`src/core/lldoc_defs.svh`:
```
/*
 * constants of the extra-lane, sync-word, gain and over-range register group:
 * register indices, byte addresses, field positions and reset values.
 * assumes a 12-bit apb byte address with one 32-bit word per register.
 */
`ifndef LLDOC_DEFS_SVH
`define LLDOC_DEFS_SVH

////////////////////////////////////////////////////////////////////////////////
// register indices, byte address is four times the index
`define LLDOC_IDX_EXTRA_B 12'h20b
`define LLDOC_IDX_SYNC 12'h20f
`define LLDOC_IDX_GAIN 12'h210
`define LLDOC_IDX_THR_I 12'h211
`define LLDOC_IDX_THR_Q 12'h212
`define LLDOC_IDX_CTRL 12'h220
`define LLDOC_IDX_STAT 12'h221
`define LLDOC_IDX_MASK 12'h222
`define LLDOC_WORD 12'h004
`define LLDOC_ADDR_EXTRA_B (`LLDOC_IDX_EXTRA_B * `LLDOC_WORD)
`define LLDOC_ADDR_SYNC (`LLDOC_IDX_SYNC * `LLDOC_WORD)
`define LLDOC_ADDR_GAIN (`LLDOC_IDX_GAIN * `LLDOC_WORD)
`define LLDOC_ADDR_THR_I (`LLDOC_IDX_THR_I * `LLDOC_WORD)
`define LLDOC_ADDR_THR_Q (`LLDOC_IDX_THR_Q * `LLDOC_WORD)
`define LLDOC_ADDR_CTRL (`LLDOC_IDX_CTRL * `LLDOC_WORD)
`define LLDOC_ADDR_STAT (`LLDOC_IDX_STAT * `LLDOC_WORD)
`define LLDOC_ADDR_MASK (`LLDOC_IDX_MASK * `LLDOC_WORD)

////////////////////////////////////////////////////////////////////////////////
// field positions
`define LLDOC_F_EXTRA_SER 0
`define LLDOC_F_GAIN 0
`define LLDOC_F_LINK_EN 0
`define LLDOC_F_PD 1
`define LLDOC_F_TEST_LO 4
`define LLDOC_F_TEST_HI 7
`define LLDOC_S_OVR_I 0
`define LLDOC_S_OVR_Q 1
`define LLDOC_S_LOCKED_WR 2

////////////////////////////////////////////////////////////////////////////////
// reset values and pattern codes
`define LLDOC_RST_EXTRA_B 8'h00
`define LLDOC_RST_SYNC 2'h0
`define LLDOC_RST_GAIN 1'h0
`define LLDOC_RST_THR_I 8'hf2
`define LLDOC_RST_THR_Q 8'hab
`define LLDOC_RST_CTRL 8'h00
`define LLDOC_RST_MASK 3'h0
`define LLDOC_TEST_OFF 4'h0
`define LLDOC_TEST_ALT 4'h5

`endif

```
`src/core/lldoc_pkg.sv`:
```
/*
 * types shared by the register group and whoever connects to it.
 * assumes nothing of its surroundings.
 */
package lldoc_pkg;
	// sync-word content codes, the other two codes are reserved
	typedef enum logic [1:0] {
		LLDOC_SYNC_CRC = 2'h0,
		LLDOC_SYNC_FEC = 2'h2
	} lldoc_sync_t;

	// one signed down-converter output sample
	typedef logic signed [15:0] lldoc_sample_t;
endpackage

```
`src/core/lldoc_regs.sv`:
```
/*
 * extra-lane enables for the second link, sync-word content choice,
 * down-converter gain and over-range flagging of i and q samples,
 * all reached over an apb slave.
 * assumes the link-mode decoder, the samples and the apb master all run on clk,
 * so none of their inputs needs a synchroniser.
 */
// The implementer's own choice: the APB register port.
`include "lldoc_defs.svh"

// Functional notes
// - bits 7:1 switch on link clocks of second-link lanes 1 to 7.
// - bit 0 low gives clocks only; high also powers the extra serializers.
// - extra lanes follow current link mode and test pattern for rate and mode.
// - extra-only lanes send octet ramp when test pattern is 0 or 5.
// - channel power-down wins over extra-lane enables.
// - serializer n is clocked only when lanes 0 to n-1 are enabled.
// - two-bit sync select picks sync-word content, only in 64b/66b modes.
// - select 0 sends crc-12, select 2 sends fec, 1 and 3 reserved.
// - every command field of the sync word is sent as zero.
// - gain bit low gives 0 dB, high doubles the filter output.
// - i threshold, reset 0xf2, sets i-sample control bit 0.
// - detection level is threshold over full scale of 256; the code compares the top byte, giving threshold over 128.
// - q threshold, reset 0xab, sets q-sample control bit 1.
module lldoc_regs #(
	parameter int LANES = 8,
	parameter int AW = 12
)(
	// clock and reset
	input wire logic clk,
	input wire logic sys_rst,
	// apb slave
	input wire logic psel,
	input wire logic penable,
	input wire logic pwrite,
	input wire logic [AW-1:0] paddr,
	input wire logic [31:0] pwdata,
	output logic [31:0] prdata,
	output logic pready,
	output logic pslverr,
	// state of the link-mode decoder
	input wire logic [LANES-1:0] mode_lane_enable,
	input wire logic mode_is_64b66b,
	// lane controls of the second link
	output logic [LANES-1:0] lane_clock_enable,
	output logic [LANES-1:0] serializer_power,
	output logic [LANES-1:0] serializer_clock,
	output logic [LANES-1:0] lane_ramp_select,
	output logic [3:0] lane_test_pattern,
	output logic link_enable,
	// sync-word content
	output logic sync_send_crc,
	output logic sync_send_fec,
	output logic [31:0] sync_command_fields,
	// down-converter samples in
	input wire logic sample_valid,
	input wire lldoc_pkg::lldoc_sample_t sample_i,
	input wire lldoc_pkg::lldoc_sample_t sample_q,
	// samples out with control bits
	output logic out_valid,
	output lldoc_pkg::lldoc_sample_t out_i,
	output lldoc_pkg::lldoc_sample_t out_q,
	output logic [1:0] out_control,
	// interrupt
	output logic irq
);

	////////////////////////////////////////////////////////////////////////
	// registers written by software, irq_status set by events; link_ctrl holds link enable, channel
	// power-down and the test pattern, standing in for link registers kept
	// elsewhere
	logic [7:0] extra_lane_enable_link_b;
	logic [1:0] sync_word_content_select;
	logic filter_gain_double;
	logic [7:0] threshold_i_level;
	logic [7:0] threshold_q_level;
	logic [7:0] link_ctrl;
	logic [2:0] irq_status;
	logic [2:0] irq_mask;

	// apb decode; counted from the setup edge, edge 1 opens the access phase,
	// edge 2 raises pready and edge 3 completes the transfer, the only edge where
	// a write lands; the answer never needs more than this one wait state
	wire logic [AW-1:0] addr = paddr;
	wire logic access = psel & penable & ~pready;
	wire logic done = psel & penable & pready;
	wire logic hit_extra = addr == AW'(`LLDOC_ADDR_EXTRA_B);
	wire logic hit_sync = addr == AW'(`LLDOC_ADDR_SYNC);
	wire logic hit_gain = addr == AW'(`LLDOC_ADDR_GAIN);
	wire logic hit_thr_i = addr == AW'(`LLDOC_ADDR_THR_I);
	wire logic hit_thr_q = addr == AW'(`LLDOC_ADDR_THR_Q);
	wire logic hit_ctrl = addr == AW'(`LLDOC_ADDR_CTRL);
	wire logic hit_stat = addr == AW'(`LLDOC_ADDR_STAT);
	wire logic hit_mask = addr == AW'(`LLDOC_ADDR_MASK);
	wire logic mapped = hit_extra | hit_sync | hit_gain | hit_thr_i | hit_thr_q
		| hit_ctrl | hit_stat | hit_mask;
	wire logic wr = done & pwrite & mapped;
	wire logic rd_stat = done & ~pwrite & hit_stat;
	wire logic [7:0] wbyte = pwdata[7:0];

	// read value of each register, reserved bits read as zero so that software
	// may write back what it read without setting anything it did not mean to
	wire logic [31:0] val_extra = {24'h000000, extra_lane_enable_link_b};
	wire logic [31:0] val_sync = {30'h0, sync_word_content_select};
	wire logic [31:0] val_gain = {31'h0, filter_gain_double};
	wire logic [31:0] val_thr_i = {24'h000000, threshold_i_level};
	wire logic [31:0] val_thr_q = {24'h000000, threshold_q_level};
	wire logic [31:0] val_ctrl = {24'h000000, link_ctrl};
	wire logic [31:0] val_stat = {29'h0, irq_status};
	wire logic [31:0] val_mask = {29'h0, irq_mask};

	// read mux; prdata latches it in the wait state, so a read returns
	// the value of the edge before the transfer completes
	logic [31:0] rdata;
	always_comb
	begin
		if (hit_extra)
			rdata = val_extra;
		else if (hit_sync)
			rdata = val_sync;
		else if (hit_gain)
			rdata = val_gain;
		else if (hit_thr_i)
			rdata = val_thr_i;
		else if (hit_thr_q)
			rdata = val_thr_q;
		else if (hit_ctrl)
			rdata = val_ctrl;
		else if (hit_stat)
			rdata = val_stat;
		else if (hit_mask)
			rdata = val_mask;
		else
			rdata = 32'h00000000;
	end

	// one wait state: pready rises on the second access cycle
	// an unmapped address answers with pslverr and reads zero; its write is dropped
	always_ff @(posedge clk or posedge sys_rst)
	begin
		if (sys_rst)
		begin
			pready <= 1'b0;
			pslverr <= 1'b0;
			prdata <= 32'h00000000;
		end
		else
		begin
			pready <= access;
			pslverr <= access & ~mapped;
			prdata <= access ? rdata : prdata;
		end
	end

	////////////////////////////////////////////////////////////////////////
	// register writes
	wire logic link_on = link_ctrl[`LLDOC_F_LINK_EN];
	wire logic chan_down = link_ctrl[`LLDOC_F_PD];
	wire logic [3:0] test_sel = link_ctrl[`LLDOC_F_TEST_HI:`LLDOC_F_TEST_LO];

	// a locked write still lands and is only reported in status: refusing it
	// would silently lose the value, whereas landing it keeps software in charge
	// of the ordering rule that it owns
	always_ff @(posedge clk or posedge sys_rst)
	begin
		if (sys_rst)
		begin
			extra_lane_enable_link_b <= `LLDOC_RST_EXTRA_B;
			sync_word_content_select <= `LLDOC_RST_SYNC;
			filter_gain_double <= `LLDOC_RST_GAIN;
			threshold_i_level <= `LLDOC_RST_THR_I;
			threshold_q_level <= `LLDOC_RST_THR_Q;
			link_ctrl <= `LLDOC_RST_CTRL;
			irq_mask <= `LLDOC_RST_MASK;
		end
		else
		begin
			if (wr & hit_extra)
				extra_lane_enable_link_b <= wbyte;
			if (wr & hit_sync)
				sync_word_content_select <= wbyte[1:0];
			if (wr & hit_gain)
				filter_gain_double <= wbyte[`LLDOC_F_GAIN];
			if (wr & hit_thr_i)
				threshold_i_level <= wbyte;
			if (wr & hit_thr_q)
				threshold_q_level <= wbyte;
			if (wr & hit_ctrl)
				link_ctrl <= wbyte;
			if (wr & hit_mask)
				irq_mask <= wbyte[2:0];
		end
	end

	////////////////////////////////////////////////////////////////////////
	// lane enables of the second link: the link mode or an extra-lane bit asks
	// for a lane, channel power-down vetoes both, the serializer flag adds power
	// to extra lanes, and a serializer clock needs every lower lane running;
	// lanes unused by the mode still follow its rate, only the ramp differs
	wire logic ser_extra = extra_lane_enable_link_b[`LLDOC_F_EXTRA_SER];
	wire logic test_off = (test_sel == `LLDOC_TEST_OFF) | (test_sel == `LLDOC_TEST_ALT);
	logic [LANES-1:0] lane_on;
	logic [LANES-1:0] extra_only;
	logic [LANES-1:0] ser_on;
	logic [LANES:0] lower_all_on;

	assign lower_all_on[0] = 1'b1;
	genvar n;
	generate
		for (n = 0; n < LANES; n++)
		begin : g_lane
			// lane 0 has no extra-lane bit, its bit position carries the serializer flag
			wire logic extra_req = (n != 0) && extra_lane_enable_link_b[n];
			assign extra_only[n] = extra_req & ~mode_lane_enable[n];
			// power-down wins over both sources
			assign lane_on[n] = (mode_lane_enable[n] | extra_req) & ~chan_down;
			// extra lanes get serializer power only with the flag set
			assign ser_on[n] = lane_on[n] & (mode_lane_enable[n] | ser_extra);
			// clock reaches serializer n only over an unbroken run of lower lanes
			assign lower_all_on[n+1] = lower_all_on[n] & lane_on[n];
		end
	endgenerate

	// lane outputs come from flops; rate and mode follow the link-mode decoder
	// a register write reaches the lanes one edge after the bus completes
	always_ff @(posedge clk or posedge sys_rst)
	begin
		if (sys_rst)
		begin
			lane_clock_enable <= '0;
			serializer_power <= '0;
			serializer_clock <= '0;
			lane_ramp_select <= '0;
			lane_test_pattern <= `LLDOC_TEST_OFF;
			link_enable <= 1'b0;
		end
		else
		begin
			lane_clock_enable <= lane_on;
			serializer_power <= ser_on;
			serializer_clock <= ser_on & lower_all_on[LANES-1:0];
			lane_ramp_select <= lane_on & extra_only & {LANES{test_off}};
			lane_test_pattern <= test_sel;
			link_enable <= link_on;
		end
	end

	////////////////////////////////////////////////////////////////////////
	// sync-word content, only meaningful under 64b/66b encoding
	wire logic sel_crc = sync_word_content_select == lldoc_pkg::LLDOC_SYNC_CRC;
	wire logic sel_fec = sync_word_content_select == lldoc_pkg::LLDOC_SYNC_FEC;

	// reserved codes are kept and read back as written, but send neither
	// signal rather than guessing one; command fields idle at zero, since
	// no command feature exists behind them and a receiver must see
	// idle headers only
	always_ff @(posedge clk or posedge sys_rst)
	begin
		if (sys_rst)
		begin
			sync_send_crc <= 1'b0;
			sync_send_fec <= 1'b0;
			sync_command_fields <= 32'h00000000;
		end
		else
		begin
			sync_send_crc <= mode_is_64b66b & sel_crc;
			sync_send_fec <= mode_is_64b66b & sel_fec;
			sync_command_fields <= 32'h00000000;
		end
	end

	////////////////////////////////////////////////////////////////////////
	// gain stage: doubling saturates instead of wrapping when the sample clips;
	// a wrapped sample would flip sign and hide the over-range it caused, the
	// cost is one compare of the two top bits per sample
	function automatic lldoc_pkg::lldoc_sample_t gain(input lldoc_pkg::lldoc_sample_t s,
		input logic dbl);
		logic ovf;
		ovf = s[15] ^ s[14];
		if (!dbl)
			gain = s;
		else if (ovf)
			gain = s[15] ? 16'sh8000 : 16'sh7fff;
		else
			gain = {s[14:0], 1'b0};
	endfunction

	// magnitude of the top byte, nine bits so that -128 stays positive
	// the low byte is ignored on purpose: the threshold has only eight bits
	function automatic logic [8:0] mag(input lldoc_pkg::lldoc_sample_t s);
		logic [8:0] top;
		top = {s[15], s[15:8]};
		mag = s[15] ? 9'(~top + 9'h001) : top;
	endfunction

	// each path gets its own generated gain and compare stage, i at index 0 and q at index 1
	lldoc_pkg::lldoc_sample_t path_in [2];
	lldoc_pkg::lldoc_sample_t path_out [2];
	logic [7:0] path_thr [2];
	logic [1:0] path_hit;
	assign path_in[0] = sample_i;
	assign path_in[1] = sample_q;
	assign path_thr[0] = threshold_i_level;
	assign path_thr[1] = threshold_q_level;
	genvar p;
	generate
		for (p = 0; p < 2; p++)
		begin : g_path
			assign path_out[p] = gain(path_in[p], filter_gain_double);
			// threshold T against full scale 128, not the document's 256, is a plain compare on the top byte
			assign path_hit[p] = mag(path_out[p]) >= {1'b0, path_thr[p]};
		end
	endgenerate

	// named views of the two paths for the output stage and the events
	wire lldoc_pkg::lldoc_sample_t g_i = path_out[0];
	wire lldoc_pkg::lldoc_sample_t g_q = path_out[1];
	wire logic hit_i = path_hit[0];
	wire logic hit_q = path_hit[1];

	// one register stage keeps control bits aligned with their samples
	// held samples keep the last value, so a gap in the strobe reads as steady data
	always_ff @(posedge clk or posedge sys_rst)
	begin
		if (sys_rst)
		begin
			out_valid <= 1'b0;
			out_i <= 16'sh0000;
			out_q <= 16'sh0000;
			out_control <= 2'h0;
		end
		else
		begin
			out_valid <= sample_valid;
			out_i <= sample_valid ? g_i : out_i;
			out_q <= sample_valid ? g_q : out_q;
			out_control <= sample_valid ? {hit_q, hit_i} : out_control;
		end
	end

	////////////////////////////////////////////////////////////////////////
	// interrupt events: over-range on i or q, and a locked write
	// the over-range events use the compare of the control bits, so a status
	// bit rises at the same edge as the control bit that caused it
	wire logic locked_wr = wr & link_on & (hit_extra | hit_sync);
	logic [2:0] ev;
	assign ev[`LLDOC_S_OVR_I] = sample_valid & hit_i;
	assign ev[`LLDOC_S_OVR_Q] = sample_valid & hit_q;
	assign ev[`LLDOC_S_LOCKED_WR] = locked_wr;

	// status after this edge: the read clears, then events are or-ed in, so an
	// event in the clearing cycle still sets; the mask after this edge is used
	// too, so irq follows a mask write at once instead of one cycle late
	wire logic [2:0] next_irq_status = (rd_stat ? 3'h0 : irq_status) | ev;
	wire logic [2:0] next_irq_mask = (wr & hit_mask) ? wbyte[2:0] : irq_mask;

	// status register and the registered interrupt level
	always_ff @(posedge clk or posedge sys_rst)
	begin
		if (sys_rst)
		begin
			irq_status <= 3'h0;
			irq <= 1'b0;
		end
		else
		begin
			irq_status <= next_irq_status;
			irq <= |(next_irq_status & next_irq_mask);
		end
	end

endmodule

```
`config.mk`:
```
export PLATFORM = sky130hd
export DESIGN_NAME = lldoc_regs
export DESIGN_NICKNAME = d
export VERILOG_FILES = /design/src/core/lldoc_pkg.sv /design/src/core/lldoc_regs.sv
export VERILOG_INCLUDE_DIRS = /design/src /design/src/core
export SDC_FILE = /design/constraint.sdc
export NUM_CORES = 1
export LEC_CHECK = 0
export BUFFER_PORTS_ARGS = -buffer_cell sky130_fd_sc_hd__buf_2
export CAP_MARGIN = 15
export CORE_AREA = 2 2 125 127
export DETAILED_ROUTE_END_ITERATION = 7
export DIE_AREA = 0 0 127 129
export PLACE_DENSITY = 0.78
export SYNTH_ARGS = -nofsm -noshare
export SYNTH_HDL_FRONTEND = slang
export SYNTH_SLANG_ARGS = --single-unit
```
`constraint.sdc`:
```
create_clock -name clk -period 3.8 [get_ports clk]
set_input_delay 0.57 -clock clk [delete_from_list [all_inputs] [get_ports clk]]
set_output_delay 0.57 -clock clk [all_outputs]
set_load 0.1 [all_outputs]
```
==> results.md <==
* Clock tree sinks at 124
* Max-slew violations at 0
* Clock power frac at 38.7%
* Share of cells above drive strength 1 at 32.68%
* Crit-path max cell delay at 0.40 ns
* EDFF count, synth at 0
* Pwr/cell area at 545.4 nW/um2
* Post-synth ARST share at between 90% and 100%
* Final nets at just over 900
* Die Width at about 130 um
* Max VDD drop at ~0.36 mV
* Clock Pin Slew Worst Setup and Hold Paths at approximately 0.060 ns
* Kind of critical path: in -> reg
* Top Family by Delay on Critical Path: compound AO/OA/AOI/OAI gates
* Hold-fix buffers, CTS at 0
* WP data arrival at 3.65 ns
* Max Freq at 0.2972 GHz
* Top-Level Pins at 232
* Final Hold Viols at 0
* Core area at 14980 um2
* GP Congestion at approximately 0.86
* Slowest stage cell on the critical path: a2111oi_0
* Number of antenna diodes at 0
* Reg power frac at between 30% and 40%
* Post-synthesis sequential area ratio at between 40% and 50%
* Clk_lat worst skew at 0.42 ns
* Endpoint class of the critical path: flip-flop
* Post-DP HPWL at 11720 um
* Switching pwr at between 1.5 and 2 mW
* Fin util at a little over half
* Overall routing resource usage at 19.74%
* Synth Flop Type: dfrtp_1
* DR vias at 5214
* Vias in the first global route at about 5100
* Starting DRT DRC Count at about 220
* First-pass GRT wire length at between 20000 and 30000 um
* Die Ht at 129 um
* DRC Markers at 0
* Crit Path Max Fanout at 3
* Root Driver: clkbuf_16
* CP Cell Sequence: buf_2 -> inv_1 -> ha_1 -> or2_2 -> a31oi_1 -> inv_1 -> ha_1 -> inv_1 -> o21ai_0 -> xnor2_1 -> ha_1 -> a21o_1 -> a2111oi_0 -> o21ai_1 -> a22oi_1 -> o221ai_1
* Vias per inst at 5.173
* Unrepaired setup endpoints after global routing: no
* P&R area growth vs syn at 20.88%
* Switching share of power at around two fifths
* Comb pwr share at 28.7%
* CTS resizes at 0
* CTS tree: done
* First-pass DRT Iterations at 7
* Post-synthesis cell count at between 600 and 700
* Worst Hold Class: in -> async
* Longest Clk Path Bufs at 2
* Final hold slack at just over 0.3 ns
* Setup repair bufs after CTS at 0
* Syn Std Cell Area at 6646 um2
* Max_slew headroom at 38.10%
* Final min period at 3.365 ns
* CP bufs+invs at 4
* Wire length per cell at approximately 16 um
* Final Cycle Share at between 80 and 90%
* Htree depth at 4
* Status: finished clean
* Initial antenna violation count at 0
* Final ANT Viol Nets at 0
* Critical Path Source Type: primary input
* Port-buffer cells at 150
* Internal at between 2 and 3 mW
* Final setup fails at 0
* Grt ovf at 0
* Initial core utilization at 44.38%
* Layout Skew at 0.007173 ns
* Largest net degree at the start of global routing at 90
* Mean post-synth cell area at around 10 um2
* Cts bufs inserted at 17
* Synthesis Warnings at 0
* P_leak at about 4.1 nW
* Final Total Pwr at between 4 and 5 mW
* Yosys cell types at 59
* WL final at between 15000 and 20000 um
* Die Area at approximately 16000 um2
* Maxcap violations at 0
* CP Data Required Time at 4.08 ns
* Worst-Margin Slew at between 0.9 and 1 ns
* Yosys reg bits at 124
* # rows at 45
registers in the layout, indices dropped and copies added (netlist names), 2 cells and up:
| signal | cells |
|---|---|
| threshold_i_level | 8 |
| lane_clock_enable | 8 |
| threshold_q_level | 8 |
| serializer_power | 7 |
| prdata | 8 |
| lane_ramp_select | 7 |
| out_q | 16 |
| link_ctrl | 8 |
| out_control | 2 |
| lane_test_pattern | 4 |
| extra_lane_enable_link_b | 8 |
| serializer_clock | 8 |
| irq_mask | 3 |
| out_i | 16 |
| irq_status | 3 |
| sync_word_content_select | 2 |
stage by stage:
step | cells | worst slack (ns) | cell area [um2] | setup TNS [ns]
2_1_floorplan | 712 | -0.03551 | 6863 | -0.03551
3_5_place_dp | 976 | 0.02342 | 7407 | 0
5_1_grt | 1008 | 0.1911 | 8034 | 0
4_1_cts | 1008 | 0.4591 | 8034 | 0
6_report | 1008 | 0.4348 | 8034 | 0
3_3_place_gp | 976 | 0.1396 | 7407 | 0
cells in the mapped netlist (12+ instances only):
cell	n	share of area [%]
nor2_1	73	4.1
clkbuf_1	23	1.3
inv_1	38	2.1
a31oi_1	15	1.4
nor2b_1	12	1.1
mux2_2	48	8.1
ha_1	22	4.1
dfrtp_1	114	43
a21oi_1	18	1.4
o21ai_0	18	1.4
buf_4	58	6.6
nand2_1	41	2.3
a311oi_1	14	1.8
a21o_1	16	1.8
power by group through the flow:
stage / combinational, mW / clock, mW / sequential [mW]
2_1_floorplan: 0.558 / 0 / 1.98
3_3_place_gp: 1.25 / 0 / 1.44
3_5_place_dp: 1.26 / 0 / 1.45
4_1_cts: 1.26 / 1.72 / 1.43
5_1_grt: 1.33 / 1.79 / 1.43
6_report: 1.26 / 1.70 / 1.43
kinds of logic (layout without fill, tap and decap cells):
kind of cell	after synthesis	in the layout	synth area share, %
muxes	58	58	9.639
and+or+nand+nor	191	191	14.48
buffers and inverters	126	234	10.54
other	1	57	0.05642
DFF	124	124	46.88
xor gates and xnor gates	11	11	1.450
AOI/OAI and AO/OA	123	123	12.82
adders and majority gates	22	22	4.142
final timing paths:
check	slack, ns	endpoint	cells past startpoint	start
worst max-delay path	0.43	irq	16	sample_q[15]
worst min-delay path	0.30	out_i[5]	2	sys_rst
worst max register to register	0.55	irq	13	filter_gain_double
worst min register to register	0.42	lane_test_pattern[3]	0	link_ctrl[7]
max in group asynchronous	2.59	serializer_clock[1]	3	sys_rst
min in group clk	0.33	lane_ramp_select[6]	2	mode_lane_enable[6]
cells in the final DEF (no fill, tap or decap), drive strengths merged, types with 12 or more instances in the layout:
master	instances
mux2	48
inv	41
o21ai	19
clkbuf	21
buf	164
a21oi	18
conb	57
nor2	73
a31oi	15
nor3	13
ha	22
a311oi	14
nand2	41
nor2b	12
dfrtp	114
a21o	16
cell type report:
class / count / area [um2]
Multi-Input combinational cell: 462 / 3040
Timing Repair Buffer: 164 / 868.3
Clock buffer: 21 / 470.5
Inverter: 38 / 146.4
Fill cell: 1346 / 6943
Tap cell: 188 / 235.2
Clock inverter: 11 / 156.4
Sequential cell: 124 / 3117
layer usage:
| metal | up-vias | part of all wire [%] | GRT usage, % |
|---|---|---|---|
| li1 | 2488 | - | - |
| met1 | 2503 | 41 | 23.18 |
| met2 | 200 | 49 | 33.14 |
| met3 | 23 | 8.5 | 7.401 |
| met4 | 0 | 1.6 | 7.563 |
| met5 | - | 0 | 0 |
Power figures use the tool's default switching activity.
